## src/core/swr_pkg.sv

```systemverilog
package swr_pkg;

	// ----------------------------------------------------------------
	// Timing
	// ----------------------------------------------------------------
	localparam int CLK_KHZ         = 125000;
	localparam int ERR_HOLD_MS     = 2000;
	localparam int ERR_HOLD_CYCLES = ERR_HOLD_MS * CLK_KHZ;
	localparam int ERR_CNT_W       = 28;

	// ----------------------------------------------------------------
	// Register map (byte addresses on APB)
	// ----------------------------------------------------------------
	localparam int         APB_AW     = 8;
	localparam logic [7:0] CTRL_OFS   = 8'h00;
	localparam logic [7:0] STATUS_OFS = 8'h04;
	localparam logic [7:0] SWIPES_OFS = 8'h08;
	localparam logic [7:0] IDENT_OFS  = 8'h0C;
	localparam logic [7:0] CFG_BASE   = 8'h40;
	localparam logic [7:0] CFG_END    = 8'h68;
	localparam int         CFG_COUNT  = 10;
	localparam int         CTRL_FULL_BIT = 0;
	localparam logic       CTRL_FULL_RESET = 1'b0;
	localparam int ST_RED_BIT = 0;
	localparam int ST_GREEN_BIT = 1;
	localparam int ST_SUSP_BIT = 2;
	localparam int ST_BUSY_BIT = 3;
	localparam int ST_LOADED_BIT = 4;
	localparam int ST_NV_BUSY_BIT = 5;

	// Feature report identity returned by the ident register
	localparam logic [15:0] HID_VENDOR_PAGE = 16'hFF00;
	localparam logic [7:0]  HID_CMD_USAGE   = 8'h20;
	localparam logic [7:0]  RPT_BYTES       = 8'h18;
	localparam int          RPT_DATA_BYTES  = 22;
	localparam logic [31:0] IDENT_WORD =
		{HID_VENDOR_PAGE, HID_CMD_USAGE, RPT_BYTES};

	// ----------------------------------------------------------------
	// Formatting characters and their store indices
	// ----------------------------------------------------------------
	localparam int CFG_TERM = 0;
	localparam int CFG_PRE_CARD = 1;
	localparam int CFG_POST_CARD = 2;
	localparam int CFG_PRE_TRACK = 3;
	localparam int CFG_POST_TRACK = 4;
	localparam int CFG_T2_WIDE = 5;
	localparam int CFG_T3_LICENCE = 6;
	localparam int CFG_T3_BANK = 7;
	localparam int CFG_T3_MOTOR = 8;
	localparam int CFG_T3_WIDE = 9;
	localparam logic [7:0] CFG_RESET [CFG_COUNT] = '{8'h0D, 8'h00,
		8'h00, 8'h00, 8'h00, 8'h40, 8'h21, 8'h2B, 8'h23, 8'h26};
	localparam logic [7:0] CH_T1_SS = 8'h25;
	localparam logic [7:0] CH_T2_SS = 8'h3B;
	localparam logic [7:0] CH_ES    = 8'h3F;
	localparam logic [7:0] CH_CR    = 8'h0D;
	localparam logic [7:0] CH_ERR   = 8'h45;
	localparam logic [1:0] ENC_ISO = 2'h0;
	localparam logic [1:0] ENC_LICENCE = 2'h1;
	localparam logic [1:0] ENC_MOTOR = 2'h2;
	localparam logic [1:0] ENC_WIDE = 2'h3;

	// ----------------------------------------------------------------
	// Types
	// ----------------------------------------------------------------
	typedef struct packed {
		logic       present;
		logic       error;
		logic [1:0] enc;
		logic [7:0] lrc;
	} swr_trk_sum_type;

	typedef struct packed {
		logic       ctrl;
		logic [6:0] code;
	} swr_key_type;

	typedef enum logic [3:0] {F_IDLE, F_PRECARD, F_PRETRK, F_SS, F_DATA,
		F_ES, F_LRC, F_POSTTRK, F_TERM, F_NEXT, F_END} swr_fmt_state_type;
	typedef enum logic [1:0] {L_ATTACH, L_GREEN, L_DARK, L_ERROR}
		swr_led_state_type;
	typedef enum logic [1:0] {LD_START, LD_READ, LD_IDLE, LD_WRITE}
		swr_ld_state_type;

	// Control codes become Ctrl+(code|0x40), DEL becomes Ctrl+?, lower case letters go up
	function automatic swr_key_type to_key(input logic [7:0] c);
		swr_key_type k;
		k.ctrl = (c < 8'h20) || (c == 8'h7F);
		if (c < 8'h20) k.code = c[6:0] | 7'h40;
		else if (c == 8'h7F) k.code = 7'h3F;
		else if (c >= 8'h61 && c <= 8'h7A) k.code = c[6:0] - 7'h20;
		else k.code = c[6:0];
		return k;
	endfunction

endpackage

```

## src/core/swr_indicator.sv

```systemverilog
`timescale 1ns/10ps
module swr_indicator #(
	parameter int ERR_CYCLES = swr_pkg::ERR_HOLD_CYCLES
) (
	input  wire logic pclk,
	input  wire logic presetn,
	input  wire logic usb_configured,
	input  wire logic usb_suspend,
	input  wire logic swipe_active,
	input  wire logic swipe_done,
	input  wire logic swipe_error,
	output logic      led_red,
	output logic      led_green
);
	swr_pkg::swr_led_state_type st_reg, st_next;
	logic [swr_pkg::ERR_CNT_W-1:0] cnt_reg, cnt_next;

	// ----------------------------------------------------------------
	// Indicator sequencing; suspend freezes state and error timer and darkens both lamps, so resume
	// comes back to exactly the same colour and remaining time
	// ----------------------------------------------------------------
	always_comb begin
		st_next = st_reg;
		cnt_next = cnt_reg;
		if (usb_suspend) begin
			st_next = st_reg;
		end else if (!usb_configured) begin
			st_next = swr_pkg::L_ATTACH;
		end else if (st_reg != swr_pkg::L_ATTACH && swipe_done) begin
			if (swipe_error) begin
				st_next = swr_pkg::L_ERROR;
				cnt_next = swr_pkg::ERR_CNT_W'(ERR_CYCLES - 1);
			end else begin
				st_next = swr_pkg::L_GREEN;
			end
		end else begin
			case (st_reg)
				swr_pkg::L_ATTACH: st_next = swr_pkg::L_GREEN;
				swr_pkg::L_GREEN: begin
					if (swipe_active) st_next = swr_pkg::L_DARK;
				end
				swr_pkg::L_DARK: st_next = swr_pkg::L_DARK;
				default: begin
					if (swipe_active) st_next = swr_pkg::L_DARK;
					else if (cnt_reg == '0) st_next = swr_pkg::L_GREEN;
					else cnt_next = cnt_reg - swr_pkg::ERR_CNT_W'(1);
				end
			endcase
		end
	end

	// State, timer and lamp drive
	always_ff @(posedge pclk or negedge presetn) begin
		if (!presetn) begin
			st_reg <= swr_pkg::L_ATTACH;
			cnt_reg <= '0;
			led_red <= 1'b0;
			led_green <= 1'b0;
		end else begin
			st_reg <= st_next;
			cnt_reg <= cnt_next;
			led_red <= !usb_suspend && (st_reg == swr_pkg::L_ATTACH
				|| st_reg == swr_pkg::L_ERROR);
			led_green <= !usb_suspend && st_reg == swr_pkg::L_GREEN;
		end
	end
endmodule

```

## src/core/swr_cfg_loader.sv

```systemverilog
`timescale 1ns/10ps
module swr_cfg_loader #(
	parameter int ENTRIES = swr_pkg::CFG_COUNT
) (
	input  wire logic       pclk,
	input  wire logic       presetn,
	input  wire logic       wr_req,
	input  wire logic [3:0] wr_idx,
	input  wire logic [7:0] wr_data,
	input  wire logic       nv_ack,
	input  wire logic [7:0] nv_rdata,
	output logic            nv_rd,
	output logic            nv_wr,
	output logic      [3:0] nv_addr,
	output logic      [7:0] nv_wdata,
	output logic            ld_we,
	output logic      [3:0] ld_idx,
	output logic      [7:0] ld_data,
	output logic            busy,
	output logic            done
);
	swr_pkg::swr_ld_state_type st_reg;
	wire last_entry = nv_addr == 4'(ENTRIES - 1);

	// ----------------------------------------------------------------
	// One pass over the store after reset, then write-through only
	// ----------------------------------------------------------------
	always_ff @(posedge pclk or negedge presetn) begin
		if (!presetn) begin
			st_reg <= swr_pkg::LD_START;
			{nv_rd, nv_wr, ld_we, busy, done} <= 5'h02;
			nv_addr <= 4'h0;
			nv_wdata <= 8'h00;
			ld_idx <= 4'h0;
			ld_data <= 8'h00;
		end else begin
			ld_we <= 1'b0;
			case (st_reg)
				swr_pkg::LD_START: begin
					nv_rd <= 1'b1;
					st_reg <= swr_pkg::LD_READ;
				end
				swr_pkg::LD_READ: if (nv_ack) begin
					ld_we <= 1'b1;
					ld_idx <= nv_addr;
					ld_data <= nv_rdata;
					nv_addr <= nv_addr + 4'h1;
					if (last_entry) begin
						nv_rd <= 1'b0;
						busy <= 1'b0;
						done <= 1'b1;
						st_reg <= swr_pkg::LD_IDLE;
					end
				end
				swr_pkg::LD_IDLE: if (wr_req) begin
					nv_wr <= 1'b1;
					nv_addr <= wr_idx;
					nv_wdata <= wr_data;
					busy <= 1'b1;
					st_reg <= swr_pkg::LD_WRITE;
				end
				default: if (nv_ack) begin
					nv_wr <= 1'b0;
					busy <= 1'b0;
					st_reg <= swr_pkg::LD_IDLE;
				end
			endcase
		end
	end
endmodule

```

## src/core/swr_reader_top.sv

```systemverilog
// The implementer's own choices: the register offsets and register access over APB.
`timescale 1ns/10ps
module swr_reader_top #(
	parameter int ERR_CYCLES = swr_pkg::ERR_HOLD_CYCLES
) (
	input  wire logic                     pclk,
	input  wire logic                     presetn,
	input  wire logic                     psel,
	input  wire logic                     penable,
	input  wire logic                     pwrite,
	input  wire logic [swr_pkg::APB_AW-1:0] paddr,
	input  wire logic [31:0]              pwdata,
	output logic      [31:0]              prdata,
	output logic                          pready,
	output logic                          pslverr,
	input  wire logic                     usb_configured,
	input  wire logic                     usb_suspend,
	input  wire logic                     swipe_active,
	input  wire logic                     swipe_done,
	input  wire swr_pkg::swr_trk_sum_type [2:0] trk_sum,
	input  wire logic                     trk_char_valid,
	input  wire logic [7:0]               trk_char,
	input  wire logic                     trk_char_last,
	output logic                          trk_char_ready,
	output logic                          key_valid,
	input  wire logic                     key_ready,
	output swr_pkg::swr_key_type          key,
	output logic                          led_red,
	output logic                          led_green,
	output logic                          nv_rd,
	output logic                          nv_wr,
	output logic      [3:0]               nv_addr,
	output logic      [7:0]               nv_wdata,
	input  wire logic                     nv_ack,
	input  wire logic [7:0]               nv_rdata
);
	// ----------------------------------------------------------------
	// State
	// ----------------------------------------------------------------
	logic                        full_reg;
	logic [15:0]                 swipe_cnt_reg;
	logic [7:0]                  cfg_reg [swr_pkg::CFG_COUNT];
	swr_pkg::swr_fmt_state_type  st_reg, st_next, nxt;
	logic [1:0]                  trk_reg;
	swr_pkg::swr_trk_sum_type [2:0] sum_reg;
	logic                        wr_pend_reg;
	logic                        want, gate, step;
	logic [7:0]                  ch;
	logic                        ld_we, ld_busy, ld_done;
	logic [3:0]                  ld_idx;
	logic [7:0]                  ld_data;

	// ----------------------------------------------------------------
	// APB address decode and read mux
	// ----------------------------------------------------------------
	wire       apb_acc    = psel && penable;
	wire       apb_new    = apb_acc && !pready;
	wire       commit     = apb_acc && pready;
	wire       aligned    = paddr[1:0] == 2'h0;
	wire       hit_ctrl   = paddr == swr_pkg::CTRL_OFS;
	wire       hit_status = paddr == swr_pkg::STATUS_OFS;
	wire       hit_swipes = paddr == swr_pkg::SWIPES_OFS;
	wire       hit_ident  = paddr == swr_pkg::IDENT_OFS;
	wire       hit_cfg    = aligned && paddr >= swr_pkg::CFG_BASE
		&& paddr < swr_pkg::CFG_END;
	wire       hit_any    = hit_ctrl || hit_status || hit_swipes
		|| hit_ident || hit_cfg;
	wire [7:0] cfg_off    = paddr - swr_pkg::CFG_BASE;
	wire [3:0] cfg_idx    = cfg_off[5:2];
	wire       cfg_write  = pwrite && hit_cfg;

	// Store writes hold the access phase until the store has taken
	// them, so the answer means the setting is already durable
	wire wr_req  = apb_new && cfg_write && !wr_pend_reg && ld_done
		&& !ld_busy;
	wire respond = apb_new && ld_done && !ld_busy
		&& (!cfg_write || wr_pend_reg);

	wire [31:0] status_word =
		(32'(led_red) << swr_pkg::ST_RED_BIT)
		| (32'(led_green) << swr_pkg::ST_GREEN_BIT)
		| (32'(usb_suspend) << swr_pkg::ST_SUSP_BIT)
		| (32'(st_reg != swr_pkg::F_IDLE) << swr_pkg::ST_BUSY_BIT)
		| (32'(ld_done) << swr_pkg::ST_LOADED_BIT)
		| (32'(ld_busy) << swr_pkg::ST_NV_BUSY_BIT);
	wire [31:0] rd_word =
		hit_ctrl   ? {31'h0, full_reg} :
		hit_status ? status_word :
		hit_swipes ? {16'h0, swipe_cnt_reg} :
		hit_ident  ? swr_pkg::IDENT_WORD :
		hit_cfg    ? {24'h0, cfg_reg[cfg_idx]} : 32'h0;

	// APB answer: one cycle of pready, reads carry their data with it
	always_ff @(posedge pclk or negedge presetn) begin
		if (!presetn) begin
			pready <= 1'b0;
			pslverr <= 1'b0;
			prdata <= 32'h0;
			wr_pend_reg <= 1'b0;
		end else begin
			pready <= respond;
			pslverr <= respond && !hit_any;
			prdata <= (respond && !pwrite) ? rd_word : 32'h0;
			if (wr_req) wr_pend_reg <= 1'b1;
			else if (commit) wr_pend_reg <= 1'b0;
		end
	end

	// Control bit and local copy of the formatting characters
	always_ff @(posedge pclk or negedge presetn) begin
		if (!presetn) begin
			full_reg <= swr_pkg::CTRL_FULL_RESET;
			for (int i = 0; i < swr_pkg::CFG_COUNT; i++)
				cfg_reg[i] <= swr_pkg::CFG_RESET[i];
		end else begin
			if (commit && pwrite && hit_ctrl)
				full_reg <= pwdata[swr_pkg::CTRL_FULL_BIT];
			if (commit && cfg_write)
				cfg_reg[cfg_idx] <= pwdata[7:0];
			else if (ld_we)
				cfg_reg[ld_idx] <= ld_data;
		end
	end

	// ----------------------------------------------------------------
	// Configuration store and indicator
	// ----------------------------------------------------------------
	swr_cfg_loader #(
		.ENTRIES (swr_pkg::CFG_COUNT)
	) u_loader (
		.pclk     (pclk),
		.presetn  (presetn),
		.wr_req   (wr_req),
		.wr_idx   (cfg_idx),
		.wr_data  (pwdata[7:0]),
		.nv_ack   (nv_ack),
		.nv_rdata (nv_rdata),
		.nv_rd    (nv_rd),
		.nv_wr    (nv_wr),
		.nv_addr  (nv_addr),
		.nv_wdata (nv_wdata),
		.ld_we    (ld_we),
		.ld_idx   (ld_idx),
		.ld_data  (ld_data),
		.busy     (ld_busy),
		.done     (ld_done)
	);

	wire any_error = trk_sum[0].error || trk_sum[1].error
		|| trk_sum[2].error;

	swr_indicator #(
		.ERR_CYCLES (ERR_CYCLES)
	) u_indicator (
		.pclk           (pclk),
		.presetn        (presetn),
		.usb_configured (usb_configured),
		.usb_suspend    (usb_suspend),
		.swipe_active   (swipe_active),
		.swipe_done     (swipe_done),
		.swipe_error    (any_error),
		.led_red        (led_red),
		.led_green      (led_green)
	);

	// ----------------------------------------------------------------
	// Keystroke framer
	// ----------------------------------------------------------------
	swr_pkg::swr_trk_sum_type cur;
	assign cur = sum_reg[trk_reg];
	wire slot_free = !key_valid || key_ready;
	wire take      = trk_char_valid && trk_char_ready;
	wire [7:0] pre_card  = cfg_reg[swr_pkg::CFG_PRE_CARD];
	wire [7:0] post_card = cfg_reg[swr_pkg::CFG_POST_CARD];
	wire [7:0] pre_trk   = cfg_reg[swr_pkg::CFG_PRE_TRACK];
	wire [7:0] post_trk  = cfg_reg[swr_pkg::CFG_POST_TRACK];
	wire [7:0] term_ch   = cfg_reg[swr_pkg::CFG_TERM];

	// Start sentinel by track and detected encoding
	wire [7:0] t3_ss =
		cur.enc == swr_pkg::ENC_ISO ? cfg_reg[swr_pkg::CFG_T3_BANK] :
		cur.enc == swr_pkg::ENC_LICENCE ?
			cfg_reg[swr_pkg::CFG_T3_LICENCE] :
		cur.enc == swr_pkg::ENC_MOTOR ? cfg_reg[swr_pkg::CFG_T3_MOTOR] :
		cfg_reg[swr_pkg::CFG_T3_WIDE];
	wire [7:0] t2_ss = cur.enc == swr_pkg::ENC_WIDE ?
		cfg_reg[swr_pkg::CFG_T2_WIDE] : swr_pkg::CH_T2_SS;
	wire [7:0] ss_ch = trk_reg == 2'h0 ? swr_pkg::CH_T1_SS :
		trk_reg == 2'h1 ? t2_ss : t3_ss;

	// Sequencer: a zero wrapper character means "send nothing"
	always_comb begin
		want = 1'b0;
		gate = 1'b1;
		ch = 8'h00;
		nxt = st_reg;
		case (st_reg)
			swr_pkg::F_IDLE: begin
				gate = swipe_done && ld_done;
				nxt = full_reg ? swr_pkg::F_PRECARD : swr_pkg::F_PRETRK;
			end
			swr_pkg::F_PRECARD: begin
				want = pre_card != 8'h00;
				ch = pre_card;
				nxt = swr_pkg::F_PRETRK;
			end
			swr_pkg::F_PRETRK: begin
				want = cur.present && full_reg && pre_trk != 8'h00;
				ch = pre_trk;
				nxt = cur.present ? swr_pkg::F_SS
					: swr_pkg::F_NEXT;
			end
			swr_pkg::F_SS: begin
				want = 1'b1;
				ch = ss_ch;
				nxt = swr_pkg::F_DATA;
			end
			swr_pkg::F_DATA: begin
				nxt = swr_pkg::F_ES;
				if (cur.error) begin
					want = 1'b1;
					ch = swr_pkg::CH_ERR;
				end else begin
					gate = take && trk_char_last;
				end
			end
			swr_pkg::F_ES: begin
				want = 1'b1;
				ch = swr_pkg::CH_ES;
				nxt = full_reg ? swr_pkg::F_LRC : swr_pkg::F_NEXT;
			end
			swr_pkg::F_LRC: begin
				want = 1'b1;
				ch = cur.lrc;
				nxt = swr_pkg::F_POSTTRK;
			end
			swr_pkg::F_POSTTRK: begin
				want = post_trk != 8'h00;
				ch = post_trk;
				nxt = swr_pkg::F_TERM;
			end
			swr_pkg::F_TERM: begin
				want = term_ch != 8'h00;
				ch = term_ch;
				nxt = swr_pkg::F_NEXT;
			end
			swr_pkg::F_NEXT: begin
				nxt = trk_reg == 2'h2 ? swr_pkg::F_END : swr_pkg::F_PRETRK;
			end
			swr_pkg::F_END: begin
				want = full_reg ? post_card != 8'h00 : 1'b1;
				ch = full_reg ? post_card : swr_pkg::CH_CR;
				nxt = swr_pkg::F_IDLE;
			end
			default: nxt = swr_pkg::F_IDLE;
		endcase
		step = gate && (!want || slot_free);
		st_next = step ? nxt : st_reg;
	end

	wire emit = step && want;
	wire key_valid_next = emit || take || (key_valid && !key_ready);
	// Source ready only when the key slot is certain to be empty
	wire rdy_next = st_next == swr_pkg::F_DATA && !cur.error
		&& !key_valid_next;

	// Framer state, track walk and swipe count
	always_ff @(posedge pclk or negedge presetn) begin
		if (!presetn) begin
			st_reg <= swr_pkg::F_IDLE;
			trk_reg <= 2'h0;
			sum_reg <= '0;
			swipe_cnt_reg <= 16'h0;
			trk_char_ready <= 1'b0;
		end else begin
			st_reg <= st_next;
			trk_char_ready <= rdy_next;
			if (step && st_reg == swr_pkg::F_IDLE) begin
				trk_reg <= 2'h0;
				sum_reg <= trk_sum;
				swipe_cnt_reg <= swipe_cnt_reg + 16'h1;
			end else if (step && st_reg == swr_pkg::F_NEXT
				&& trk_reg != 2'h2) begin
				trk_reg <= trk_reg + 2'h1;
			end
		end
	end

	// Key slot: held until the HID keyboard engine takes it
	always_ff @(posedge pclk or negedge presetn) begin
		if (!presetn) begin
			key_valid <= 1'b0;
			key <= '0;
		end else begin
			key_valid <= key_valid_next;
			if (emit) key <= swr_pkg::to_key(ch);
			else if (take) key <= swr_pkg::to_key(trk_char);
		end
	end
endmodule

```

## config.mk

```make
export PLATFORM = sky130hd
export DESIGN_NAME = swr_reader_top
export DESIGN_NICKNAME = d
export VERILOG_FILES = /design/src/core/swr_pkg.sv /design/src/core/swr_indicator.sv /design/src/core/swr_cfg_loader.sv /design/src/core/swr_reader_top.sv
export SDC_FILE = /design/constraint.sdc
export NUM_CORES = 1
export LEC_CHECK = 0
export ABC_AREA = 1
export BUFFER_PORTS_ARGS = -buffer_cell sky130_fd_sc_hd__buf_2
export CAP_MARGIN = 0
export CORE_UTILIZATION = 64
export CTS_CLUSTER_SIZE = 20
export DETAILED_ROUTE_END_ITERATION = 16
export PLACE_DENSITY = 0.87
export SKIP_LAST_GASP = 1
export SLEW_MARGIN = 10
export SYNTH_ARGS = -nofsm -noshare
export SYNTH_HDL_FRONTEND = slang
export SYNTH_HIERARCHICAL = 1
export SYNTH_SLANG_ARGS = --single-unit
```

## constraint.sdc

```tcl
create_clock -name pclk -period 3.6 [get_ports pclk]
set_input_delay 0.54 -clock pclk [delete_from_list [all_inputs] [get_ports pclk]]
set_output_delay 0.54 -clock pclk [all_outputs]
set_load 0.1 [all_outputs]
```

* After elaboration in Yosys (flattened, before gate mapping) *
Index checks and enable logic that the tools add are counted.

storage, ports and cells
  flip-flop bits (word level) = 247
  output and inout port bits = 60
  word-level logic and storage cells = 295
  input port bits = 105

cells by class
  $add $sub $neg = 7
  mux-type cells = 80
  reduce and logical (&&, ||, !) cells = 100
  bitwise gates (word level) = 10
  $lt $le $gt $ge = 13
  equal/unequal tests = 37

operator list
  cell                     number
  $bwmux W80               2
  $mux W32                 5
  $mux W80                 2
  $mux W28                 5
  $mux W8                  14
  $pmux W8 S9              1
  $demux W8 S4             2
  $mux W7                  7
  $pmux W4 S10             1
  $reduce_bool A8 Y1       5
  $logic_and A1 B1 Y1      38
  $bmux W8 S4              1
  $logic_not A28 Y1        1
  $sub A28 B1 Y28 const B  1
  $mux W2                  13
  $bmux W12 S2             1
  $ge A8 B7 Y1 const B     3
  $mux W4                  6
  $eq A4 B3 Y1 const B     5
  $add A16 B1 Y16 const B  1
  $eq A4 B4 Y1 const B     4
  $eq A8 B4 Y1 const B     2
  $eq A8 B7 Y1 const B     2
  $le A8 B7 Y1 const B     2
  other kinds (47)         123

* Depth between registers and ports, before layout *
Gate-level depths: netlist of the first run.

  word-level depth = 15
  gate-level depth with buffers = 25
  depth with buffers taken out = 24

* By module *
Netlist of the first run, hierarchy kept.

modules (own cells, without submodules)
  module          times used  sequential area each (sq um)  cells an instance  area an instance (sq um)
  swr_reader_top  1           4,249.1                       1,354              10,192.3
  swr_indicator   1           800.8                         385                2,374.8
  swr_cfg_loader  1           777.0                         150                1,295.0

* Worst setup path after synthesis of the first run *
No wires, ideal clock.

  path kind = reg2reg
  from = register pready
  to = register cfg_reg, in the netlist post_card[7]
  library setup time = 0.139 ns
  setup slack = 1.130 ns
  path buffers = 2
  data arrival time = 2.331 ns
  period minus slack after synthesis = 2.470 ns
  required time = 3.461 ns
  stages on the path, launching flop included = 10
  cells stage by stage = dfrtp_1 > nand3_1 > nor2_1 > nand2_1 > inv_2 > buf_2 > nand3_1 > nand2_1 > buf_2 > o221ai_1

between the ends
  cells in the longest elaborated chain, start to end = 3
  elaborated cells between the ends (all ways) = 4
  classes of those cells = mux (1); reduce/logical (3)

ends and longest elaborated chain
  what                                                   RTL line               source
  start: declaration                                     swr_reader_top.sv:14   output logic pready,
  start signal: assignment                               swr_reader_top.sv:101  pready <= respond;
  $logic_and A1 B1 Y1 *                                  swr_reader_top.sv:58   wire commit = apb_acc && pready;
  $logic_and A1 B1 Y1 *                                  swr_reader_top.sv:118  if (commit && cfg_write)
  $mux W80 / $reduce_bool A2 Y1 (equally long branches)  --
  end signal: indexed assignment                         swr_reader_top.sv:114  cfg_reg[i] <= swr_pkg::CFG_RESET[i];
  end signal: indexed assignment                         swr_reader_top.sv:119  cfg_reg[cfg_idx] <= pwdata[7:0];
  end signal: indexed assignment                         swr_reader_top.sv:121  cfg_reg[ld_idx] <= ld_data;
  end: declaration                                       swr_reader_top.sv:42   logic [7:0] cfg_reg [swr_pkg::CFG_COUNT];

Mark *: on every way between the ends. The rest lies on a longest branch, timed or not.
A chain may end at the register's enable or synchronous reset.

* Worst setup path after layout of the first run *
  from = register trk_reg[0]
  to = register key[6] in the netlist's numbering

between the ends
  cells in the longest elaborated chain, start to end = 15
  elaborated cells between the ends (all ways) = 37
  classes of those cells = add/sub (1); order compare (3); eq/ne (5); mux (18); reduce/logical (10)

ends and longest elaborated chain
  what                                                 RTL line               source
  start: declaration                                   swr_reader_top.sv:44   logic [1:0] trk_reg;
  start signal: assignment                             swr_reader_top.sv:284  trk_reg <= trk_reg + 2'h1;
  $bmux W12 S2                                         swr_reader_top.sv:170  assign cur = sum_reg[trk_reg];
  $mux W12 (not written as such)                       swr_reader_top.sv:170
  $eq A2 B2 Y1                                         swr_reader_top.sv:184  cur.enc == swr_pkg::ENC_MOTOR ? cfg_reg[swr_pkg::CFG_T3_MOTOR] :
  $mux W8                                              swr_reader_top.sv:184
  $mux W8                                              swr_reader_top.sv:182  cur.enc == swr_pkg::ENC_LICENCE ?
  $mux W8                                              swr_reader_top.sv:181  cur.enc == swr_pkg::ENC_ISO ? cfg_reg[swr_pkg::CFG_T3_BANK] :
  $mux W8                                              swr_reader_top.sv:189  trk_reg == 2'h1 ? t2_ss : t3_ss;
  $mux W8                                              swr_reader_top.sv:188  wire [7:0] ss_ch = trk_reg == 2'h0 ? swr_pkg::CH_T1_SS :
  $pmux W8 S9                                          swr_reader_top.sv:197  case (st_reg)
  $ge A8 B7 Y1 / $le A8 B7 Y1 (equally long branches)  swr_pkg.sv:92          else if (c >= 8'h61 && c <= 8'h7A) k.code = c[6:0] - 7'h20;
  $logic_and A1 B1 Y1                                  swr_pkg.sv:92
  $mux W7                                              swr_pkg.sv:92
  $mux W7                                              swr_pkg.sv:91          else if (c == 8'h7F) k.code = 7'h3F;
  $mux W7                                              swr_pkg.sv:90          if (c < 8'h20) k.code = c[6:0] | 7'h40;
  $mux W8                                              swr_reader_top.sv:296  if (emit) key <= swr_pkg::to_key(ch);
  end signal: assignment                               swr_reader_top.sv:296
  end signal: assignment                               swr_reader_top.sv:297  else if (take) key <= swr_pkg::to_key(trk_char);
  end: declaration                                     swr_reader_top.sv:27   output swr_pkg::swr_key_type key,

Several ways; a longest one is shown, not always the timed one. The select of a mux whose other input is x is not followed.

==> results.ini, run 1 <==
[setup_path]
critPathLaunchType=flip-flop
critical_path_s_slowest_cell=sky130_fd_sc_hd__dfrtp_1
cp_num_buf_inv=3
critical_path.reg2reg.endpoint=key[6]
regToRegSetupSlack_ns=0.61
crit_path_max_fanout=22
worstSetupPathType=flip-flop to flip-flop
critPathRequiredTime_ns=4.01
regToRegStartpoint=trk_reg[0]
critical_path.cell_chain=inv_6 > nand2_8 > inv_4 > nand2_1 > nand2_4 > inv_4 > nand2_4 > nand3_1 > o211ai_1 > nand2_1 > nand2_1 > nand2_1 > nand2_2 > ha_1 > nand2_1 > nand3b_1 > nand2_1 > nand2_1 > nand2_1 > nand4_1 > nand2_1 > nand2_1 > nand2_1 > nand2_1
crit_path_end_kind=flip-flop
cp_top_family=simple AND/OR/NAND/NOR gates
cp_slowest_stage_delay_ns=0.51
timing.critical_path.arrival_ns=3.41
worst_r2r_path_depth=24
critPathMostFrequentCell=sky130_fd_sc_hd__nand2_1
critical_path_depth=24

[logic_synthesis]
synth_async_reset_ratio=1.00
count_of_flip_flops_with_a_built_in_enable_after_synthesis=0
ys_seq_area_frac=0.420
synth.distinct_cells=67
post_synth_inst_count=1889
synthesis.yosys.warnings=6
ys_dominant_reg_cell=sky130_fd_sc_hd__dfrtp_1
netlist_area_before_placement_um2=13900
average_cell_area_after_synthesis_um2=7.34
synth.ff_latch_count=232

[run_status]
run_status=completed

[clocking]
cts_sinks=232
postCtsResizedCells=0
clk_path_buf_depth=3
tritoncts=built
cts-htree-levels=1
clock_insertion_delay_worst_skew_ns=0.54
clock_pin_slew_on_the_worst_setup_and_hold_paths_ns=0.06
cts_hold_buffers=0
tritoncts.num_buffers=25
cts_setup_buffers=0
cts-root-buf=sky130_fd_sc_hd__clkbuf_16

[power_and_ir_drop]
power_report.internal_total_w=0.00466
peakVddDrop_mv=0.446
pwr-share-clk=0.356
power_density_nw_per_um2=454
power.sequential.fraction=0.422
comb_power_share=0.221
leakage_nw=8.08
switching_share=0.337
netSwitchingPower_w=0.00237

[die]
core_footprint_um2=21200
io_pins=165
dieHeight_um=149
floorplan_die_area_um2=22300
floorplan.initialDensity=0.655
placementRows=53
chipWidth_um=149

[timing]
rsz0062_at_grt=no
timing_worst_slew_pin_value_ns=0.958
slew_violations=0
finalHoldViolCount=0
fin_crit_sh=0.831
max_freq_mhz=334
layout_min_cycle_time_ns=2.99
final_setup_skew_ns=0.0282
slew_headroom=0.357
setup_viol_count_final=0
finalSetupTns_ns=0

[routing]
initialDrtViolationCount=1569
drt-pass1-iter-count=8
avgViaCountPerCell=6.03
route.vias.total=13908
drt-total-wl_mm=44.5
drt-wirelength-per-cell_um=19.3
drt.antenna.violating_nets=0
post-route-drc-count=0

[grt]
antenna_found_initial=1
grt_first_pass_wirelength_mm=69.7
overall_global_routing_usage=0.406
maximum_number_of_pins_on_one_net_before_global_route_repair=95
grt.overflow.total=0
vias_in_the_first_global_route=13318

[final_layout]
drive_above_1_share=0.143
insertedDiodeCount=0
post-route-cell-area_um2=15500
largest_register_ffs=40
nets=2132
count_of_placed_standard_cells_in_the_final_layout_fillers_left_out=2306
layout_overhead_on_the_synthesized_area_pct=11.6

[placement]
placedCellCount=2260
portBuffers=132
finalWeightedCongestion=1.10
dp.final_hpwl_mm=33.0
placedInstanceArea_um2=14700

[hold_path]
timing.hold.worst.class=input port to async pin

[run]
max_cap_violations=0

how the worst max path moves through the flow:
stage | slack (ns) | start | to
after floorplan | 1.13 | pready | post_card[7]
after global routing | 0.33 | trk_reg[0] | key[6]
final | 0.61 | trk_reg[0] | key[6]
after global placement | 0.65 | paddr[1] | cfg_reg[38]
after CTS | 0.65 | trk_reg[0] | key[6]
after detailed placement | 0.48 | paddr[1] | cfg_reg[38]
cells by family after synthesis:
kind of cell    after synthesis  synth area share
flops                       232             0.420
buf+inv                     309            0.0953
xor+xnor                     16            0.0101
compound gates              328             0.150
fa+ha+maj                    15            0.0135
other cells                   1          0.000271
simple gates                988             0.310
synthesized netlist by cell type, types with 16 or more instances:
cell type | n | share of area
sky130_fd_sc_hd__a21oi_1 | 54 | 0.019
sky130_fd_sc_hd__buf_4 | 17 | 0.0092
sky130_fd_sc_hd__clkbuf_1 | 21 | 0.0057
sky130_fd_sc_hd__dfrtp_1 | 215 | 0.39
sky130_fd_sc_hd__dfstp_2 | 17 | 0.032
sky130_fd_sc_hd__inv_1 | 222 | 0.060
sky130_fd_sc_hd__inv_2 | 17 | 0.0046
sky130_fd_sc_hd__nand2_1 | 604 | 0.16
sky130_fd_sc_hd__nand3_1 | 138 | 0.050
sky130_fd_sc_hd__nand4_1 | 21 | 0.0095
sky130_fd_sc_hd__nor2_1 | 135 | 0.037
sky130_fd_sc_hd__nor3_1 | 16 | 0.0058
sky130_fd_sc_hd__o21ai_0 | 133 | 0.048
sky130_fd_sc_hd__o221ai_1 | 34 | 0.021
metal layers:
layer	track usage	vias to the layer above	part of all wire
li1	-	6444	-
met1	0.524	6555	0.39
met2	0.651	770	0.46
met3	0.0969	137	0.11
met4	0.177	2	0.042
met5	0	-	0.00029
layout make-up:
| class | count | area [µm²] |
|---|---|---|
| Clock buffer | 37 | 701 |
| Inverter | 247 | 942 |
| Multi-Input combinational cell | 1355 | 6740 |
| Clock inverter | 9 | 82.6 |
| Tap cell | 275 | 344 |
| Sequential cell | 232 | 5830 |
| Fill cell | 1694 | 5680 |
| Timing Repair Buffer | 151 | 838 |
cell usage in the layout (no fill, tap or decap), types with 21 or more instances in the layout:
cell type                   Yosys  routed
sky130_fd_sc_hd__nand2_1      604     604
sky130_fd_sc_hd__inv_1        222     222
sky130_fd_sc_hd__dfrtp_1      215     215
sky130_fd_sc_hd__nand3_1      138     138
sky130_fd_sc_hd__nor2_1       135     135
sky130_fd_sc_hd__o21ai_0      133     133
sky130_fd_sc_hd__buf_2         12     131
sky130_fd_sc_hd__a21oi_1       54      54
sky130_fd_sc_hd__o221ai_1      34      34
sky130_fd_sc_hd__clkbuf_16      0      25
sky130_fd_sc_hd__nand4_1       21      21
power groups by stage:
stage / clock (W) / combinational (W) / sequential, W
2_1_floorplan: 0 / 0.00108 / 0.00300
3_3_place_gp: 0 / 0.00148 / 0.00300
3_5_place_dp: 0 / 0.00152 / 0.00300
4_1_cts: 0.00251 / 0.00154 / 0.00296
5_1_grt: 0.00262 / 0.00176 / 0.00299
6_report: 0.00250 / 0.00156 / 0.00297
worst register-to-register path, delay by kind of cell (launching register included):
| family | cells | cell delay (ns) |
|---|---|---|
| adder cells (fa/ha/maj) | 1 | 0.14 |
| AND/OR/NAND/NOR | 19 | 1.70 |
| AO/OA/AOI/OAI | 1 | 0.09 |
| flip-flops | 1 | 0.51 |
| buffers and inverters | 3 | 0.44 |
per-stage QoR:
stage               utilization  hold WS [ns]  power, W  setup WS (ns)
floorplan                     -         0.244   0.00408           1.13
global placement          0.695         0.451   0.00447          0.648
detailed placement        0.695         0.461   0.00453          0.481
CTS                       0.732        0.0508   0.00701          0.655
global route              0.732        0.0790   0.00737          0.326
finish                    0.732        0.0236   0.00703          0.608
Note: power is estimated with default switching activity, not from simulation.
==> run 2, diff against run 1 <==
- CORE_UTILIZATION: 64 -> 59
- PLACE_DENSITY: 0.87 -> 0.81
- clock period: 3.6 -> 2.77 ns (I/O delays scaled with it)
==> run 2 against run 1 <==
  * Sequential cell count unchanged
  * Cell count up 3.3%
  * Largest power group unchanged
  * Hold slack better by 0.060 ns
  * Critical path depth down 3
  * Wire length up 0.61%
==> results.ini, run 2 (synthesis results as in run 1) <==
[run_status]
run_status=completed  ; unchanged

[routing]
drt-total-wl_mm=44.8  ; was 44.5 mm
met2_length_mm=19.6  ; was 20.4 mm
drt-pass1-iter-count=6  ; was 8
initialDrtViolationCount=2000  ; was 1569
met3_wirelength_mm=4.98  ; was 4.78 mm
avgViaCountPerCell=5.87  ; was 6.03
wirelength_met1_mm=18.2  ; was 17.4 mm
post-route-drc-count=0  ; unchanged
drt.antenna.violating_nets=0  ; unchanged
drt-wirelength-per-cell_um=18.8  ; was 19.3 µm
top_layer=met4  ; was met5
route.vias.total=13998  ; was 13908

[run]
max_cap_violations=0  ; unchanged

[final_layout]
most_frequent_standard_cell_in_the_layout_excluding_fill_and_tap_cells=sky130_fd_sc_hd__nand2_1  ; unchanged
nets=2172  ; was 2132
insertedDiodeCount=0  ; unchanged
layout.cells.most_common_list=603 x sky130_fd_sc_hd__nand2_1, 222 x sky130_fd_sc_hd__inv_1, 214 x sky130_fd_sc_hd__dfrtp_1  ; was 604 x sky130_fd_sc_hd__nand2_1, 222 x sky130_fd_sc_hd__inv_1, 215 x sky130_fd_sc_hd__dfrtp_1
largest_register_ffs=40  ; unchanged
drive_above_1_share=0.164  ; was 0.143
layout_overhead_on_the_synthesized_area_pct=14.7  ; was 11.6%
count_of_placed_standard_cells_in_the_final_layout_fillers_left_out=2383  ; was 2306

[die]
io_pins=165  ; unchanged
chipWidth_um=155  ; was 149 µm
floorplan.initialDensity=0.607  ; was 0.655
floorplan_die_area_um2=24100  ; was 22300 µm²
dieHeight_um=155  ; was 149 µm
placementRows=55  ; was 53
core_footprint_um2=22800  ; was 21200 µm²

[hold_path]
timing.hold.worst.class=input port to flip-flop  ; was input port to async pin
hp-start=nv_rdata[7]

[timing]
slew_headroom=0.551  ; was 0.357
fin_crit_sh=0.940  ; was 0.831
finalHoldViolCount=0  ; unchanged
final_setup_skew_ns=0.0101  ; was 0.0282 ns
layout_min_cycle_time_ns=2.60  ; was 2.99 ns
slew_violations=0  ; unchanged
timing_worst_slew_pin_value_ns=0.673  ; was 0.958 ns
finalSetupTns_ns=0  ; unchanged
max_freq_mhz=384  ; was 334 MHz
setup_viol_count_final=0  ; unchanged
hold-worst-slack_ns=0.0837  ; was 0.0236 ns

[clocking]
cts-htree-levels=1  ; unchanged
tritoncts=built  ; unchanged
clk_path_buf_depth=3  ; unchanged
cts-root-buf=sky130_fd_sc_hd__clkbuf_16  ; unchanged
tritoncts.num_buffers=25  ; unchanged
clock_insertion_delay_worst_skew_ns=0.53  ; was 0.54 ns
cts_sinks=232  ; unchanged
clock_pin_slew_on_the_worst_setup_and_hold_paths_ns=0.06  ; about the same

[setup_path]
critPathRequiredTime_ns=3.19  ; was 4.01 ns
worst_setup_path_startpoint=trk_reg[0]  ; unchanged
crit_path_max_fanout=9  ; was 22
critPathLaunchType=flip-flop  ; unchanged
critPathMostFrequentCell=sky130_fd_sc_hd__nand2_1  ; unchanged
critical_path_s_slowest_cell=sky130_fd_sc_hd__dfrtp_2  ; was sky130_fd_sc_hd__dfrtp_1
worstSetupPathType=flip-flop to flip-flop  ; unchanged
critical_path.cell_chain=clkinv_4 > nand2_8 > inv_4 > nand2_2 > nand2_8 > buf_4 > buf_4 > nand3_1 > nand3_1 > nand2_1 > nand2_1 > a21oi_1 > inv_1 > nand2_1 > nand2_1 > nand2_1 > nand4_1 > nand2_1 > nand2_1 > nand2_1 > nand2_1  ; was inv_6 > nand2_8 > inv_4 > nand2_1 > nand2_4 > inv_4 > nand2_4 > nand3_1 > o211ai_1 > nand2_1 > nand2_1 > nand2_1 > nand2_2 > ha_1 > nand2_1 > nand3b_1 > nand2_1 > nand2_1 > nand2_1 > nand4_1 > nand2_1 > nand2_1 > nand2_1 > nand2_1
regToRegStartpoint=trk_reg[0]  ; unchanged
crit_path_end_kind=flip-flop  ; unchanged
timing.critical_path.arrival_ns=3.02  ; was 3.41 ns
cp_slowest_stage_delay_ns=0.40  ; was 0.51 ns

[grt]
antenna_found_initial=0  ; was 1
maximum_number_of_pins_on_one_net_before_global_route_repair=87  ; was 95
grt.overflow.total=0  ; unchanged
overall_global_routing_usage=0.380  ; was 0.406
vias_in_the_first_global_route=13172  ; was 13318
grt_first_pass_wirelength_mm=71.0  ; was 69.7 mm

[power_and_ir_drop]
power_density_nw_per_um2=583  ; was 454 nW/µm²
leakage_nw=8.28  ; was 8.08 nW
total_power_w=0.00928  ; was 0.00703 W
peakVddDrop_mv=0.662  ; was 0.446 mV

[placement]
placedCellCount=2334  ; was 2260
dp.final_hpwl_mm=33.7  ; was 33.0 mm
portBuffers=132  ; unchanged
finalWeightedCongestion=1.08  ; was 1.10

-- run 2: cell types whose count changed in the layout (fill, tap and decap cells not counted), moves of 2 or more --
cell / before / now
sky130_fd_sc_hd__buf_4: 17 / 56
sky130_fd_sc_hd__clkbuf_1: 9 / 4
sky130_fd_sc_hd__clkbuf_8: 3 / 5
sky130_fd_sc_hd__clkinv_2: 4 / 6
sky130_fd_sc_hd__inv_6: 2 / 0
sky130_fd_sc_hd__nand2_4: 7 / 5
sky130_fd_sc_hd__nand2_8: 2 / 4
sky130_fd_sc_hd__nor2_1: 135 / 133
sky130_fd_sc_hd__nor2_2: 11 / 13
-- run 2: path summary, 6_finish.rpt --
path,end,slack (ns),cells past startpoint
worst min register to register,u_loader/nv_wr,0.47,2
max in group asynchronous,cfg_reg[16],1.46,3
min in group asynchronous,swipe_cnt_reg[15],0.49,2
worst max register to register,key[6],0.17,21
worst min-delay path,u_loader/ld_data[7],0.08,3
worst max-delay path,key[6],0.17,21
-- run 2: final cells by class --
class / count / area [µm²]
Inverter: 247 / 942
Multi-Input combinational cell: 1355 / 6780
Fill cell: 1928 / 6950
Timing Repair Buffer: 191 / 1140
Clock inverter: 11 / 113
Sequential cell: 232 / 5830
Clock buffer: 34 / 709
Tap cell: 313 / 392
-- run 2: what timing repair did --
item / 4_1_cts / 5_1_grt
setup buffers: 0 / 3
setup endpoints to repair: 0 / 2
hold buffers: 1 / 0
endpoints found under the hold margin: 75 / 0
resized for setup: 0 / 9
-- run 2: stage by stage --
stage	instance area, µm²	setup slack (ns)	utilization
floorplan	13900	0.300	-
global placement	15000	0.150	0.657
detailed placement	15000	0.145	0.657
CTS	15800	0.127	0.693
global route	15900	-0.00376	0.696
finish	15900	0.167	0.696
-- run 2: where the power goes --
group / internal [W] / total [W] / switching, W
Combinational: 0.000623 / 0.00205 / 0.00142
Sequential: 0.00359 / 0.00386 / 0.000269
Clock: 0.00198 / 0.00337 / 0.00140
-- run 2: per-layer routing --
| layer | vias up | global-route usage |
|---|---|---|
| li1 | 6510 | - |
| met1 | 6501 | 0.522 |
| met2 | 833 | 0.588 |
| met3 | 154 | 0.0838 |
| met4 | 0 | 0.148 |
| met5 | - | 0 |
-- run 2: worst max-delay path, delay by kind of cell (launching register included) --
family / cells / cell delay (ns)
DFF: 1 / 0.40
and+or+nand+nor: 15 / 1.28
buffers and inverters: 5 / 0.58
AOI/OAI and AO/OA: 1 / 0.22
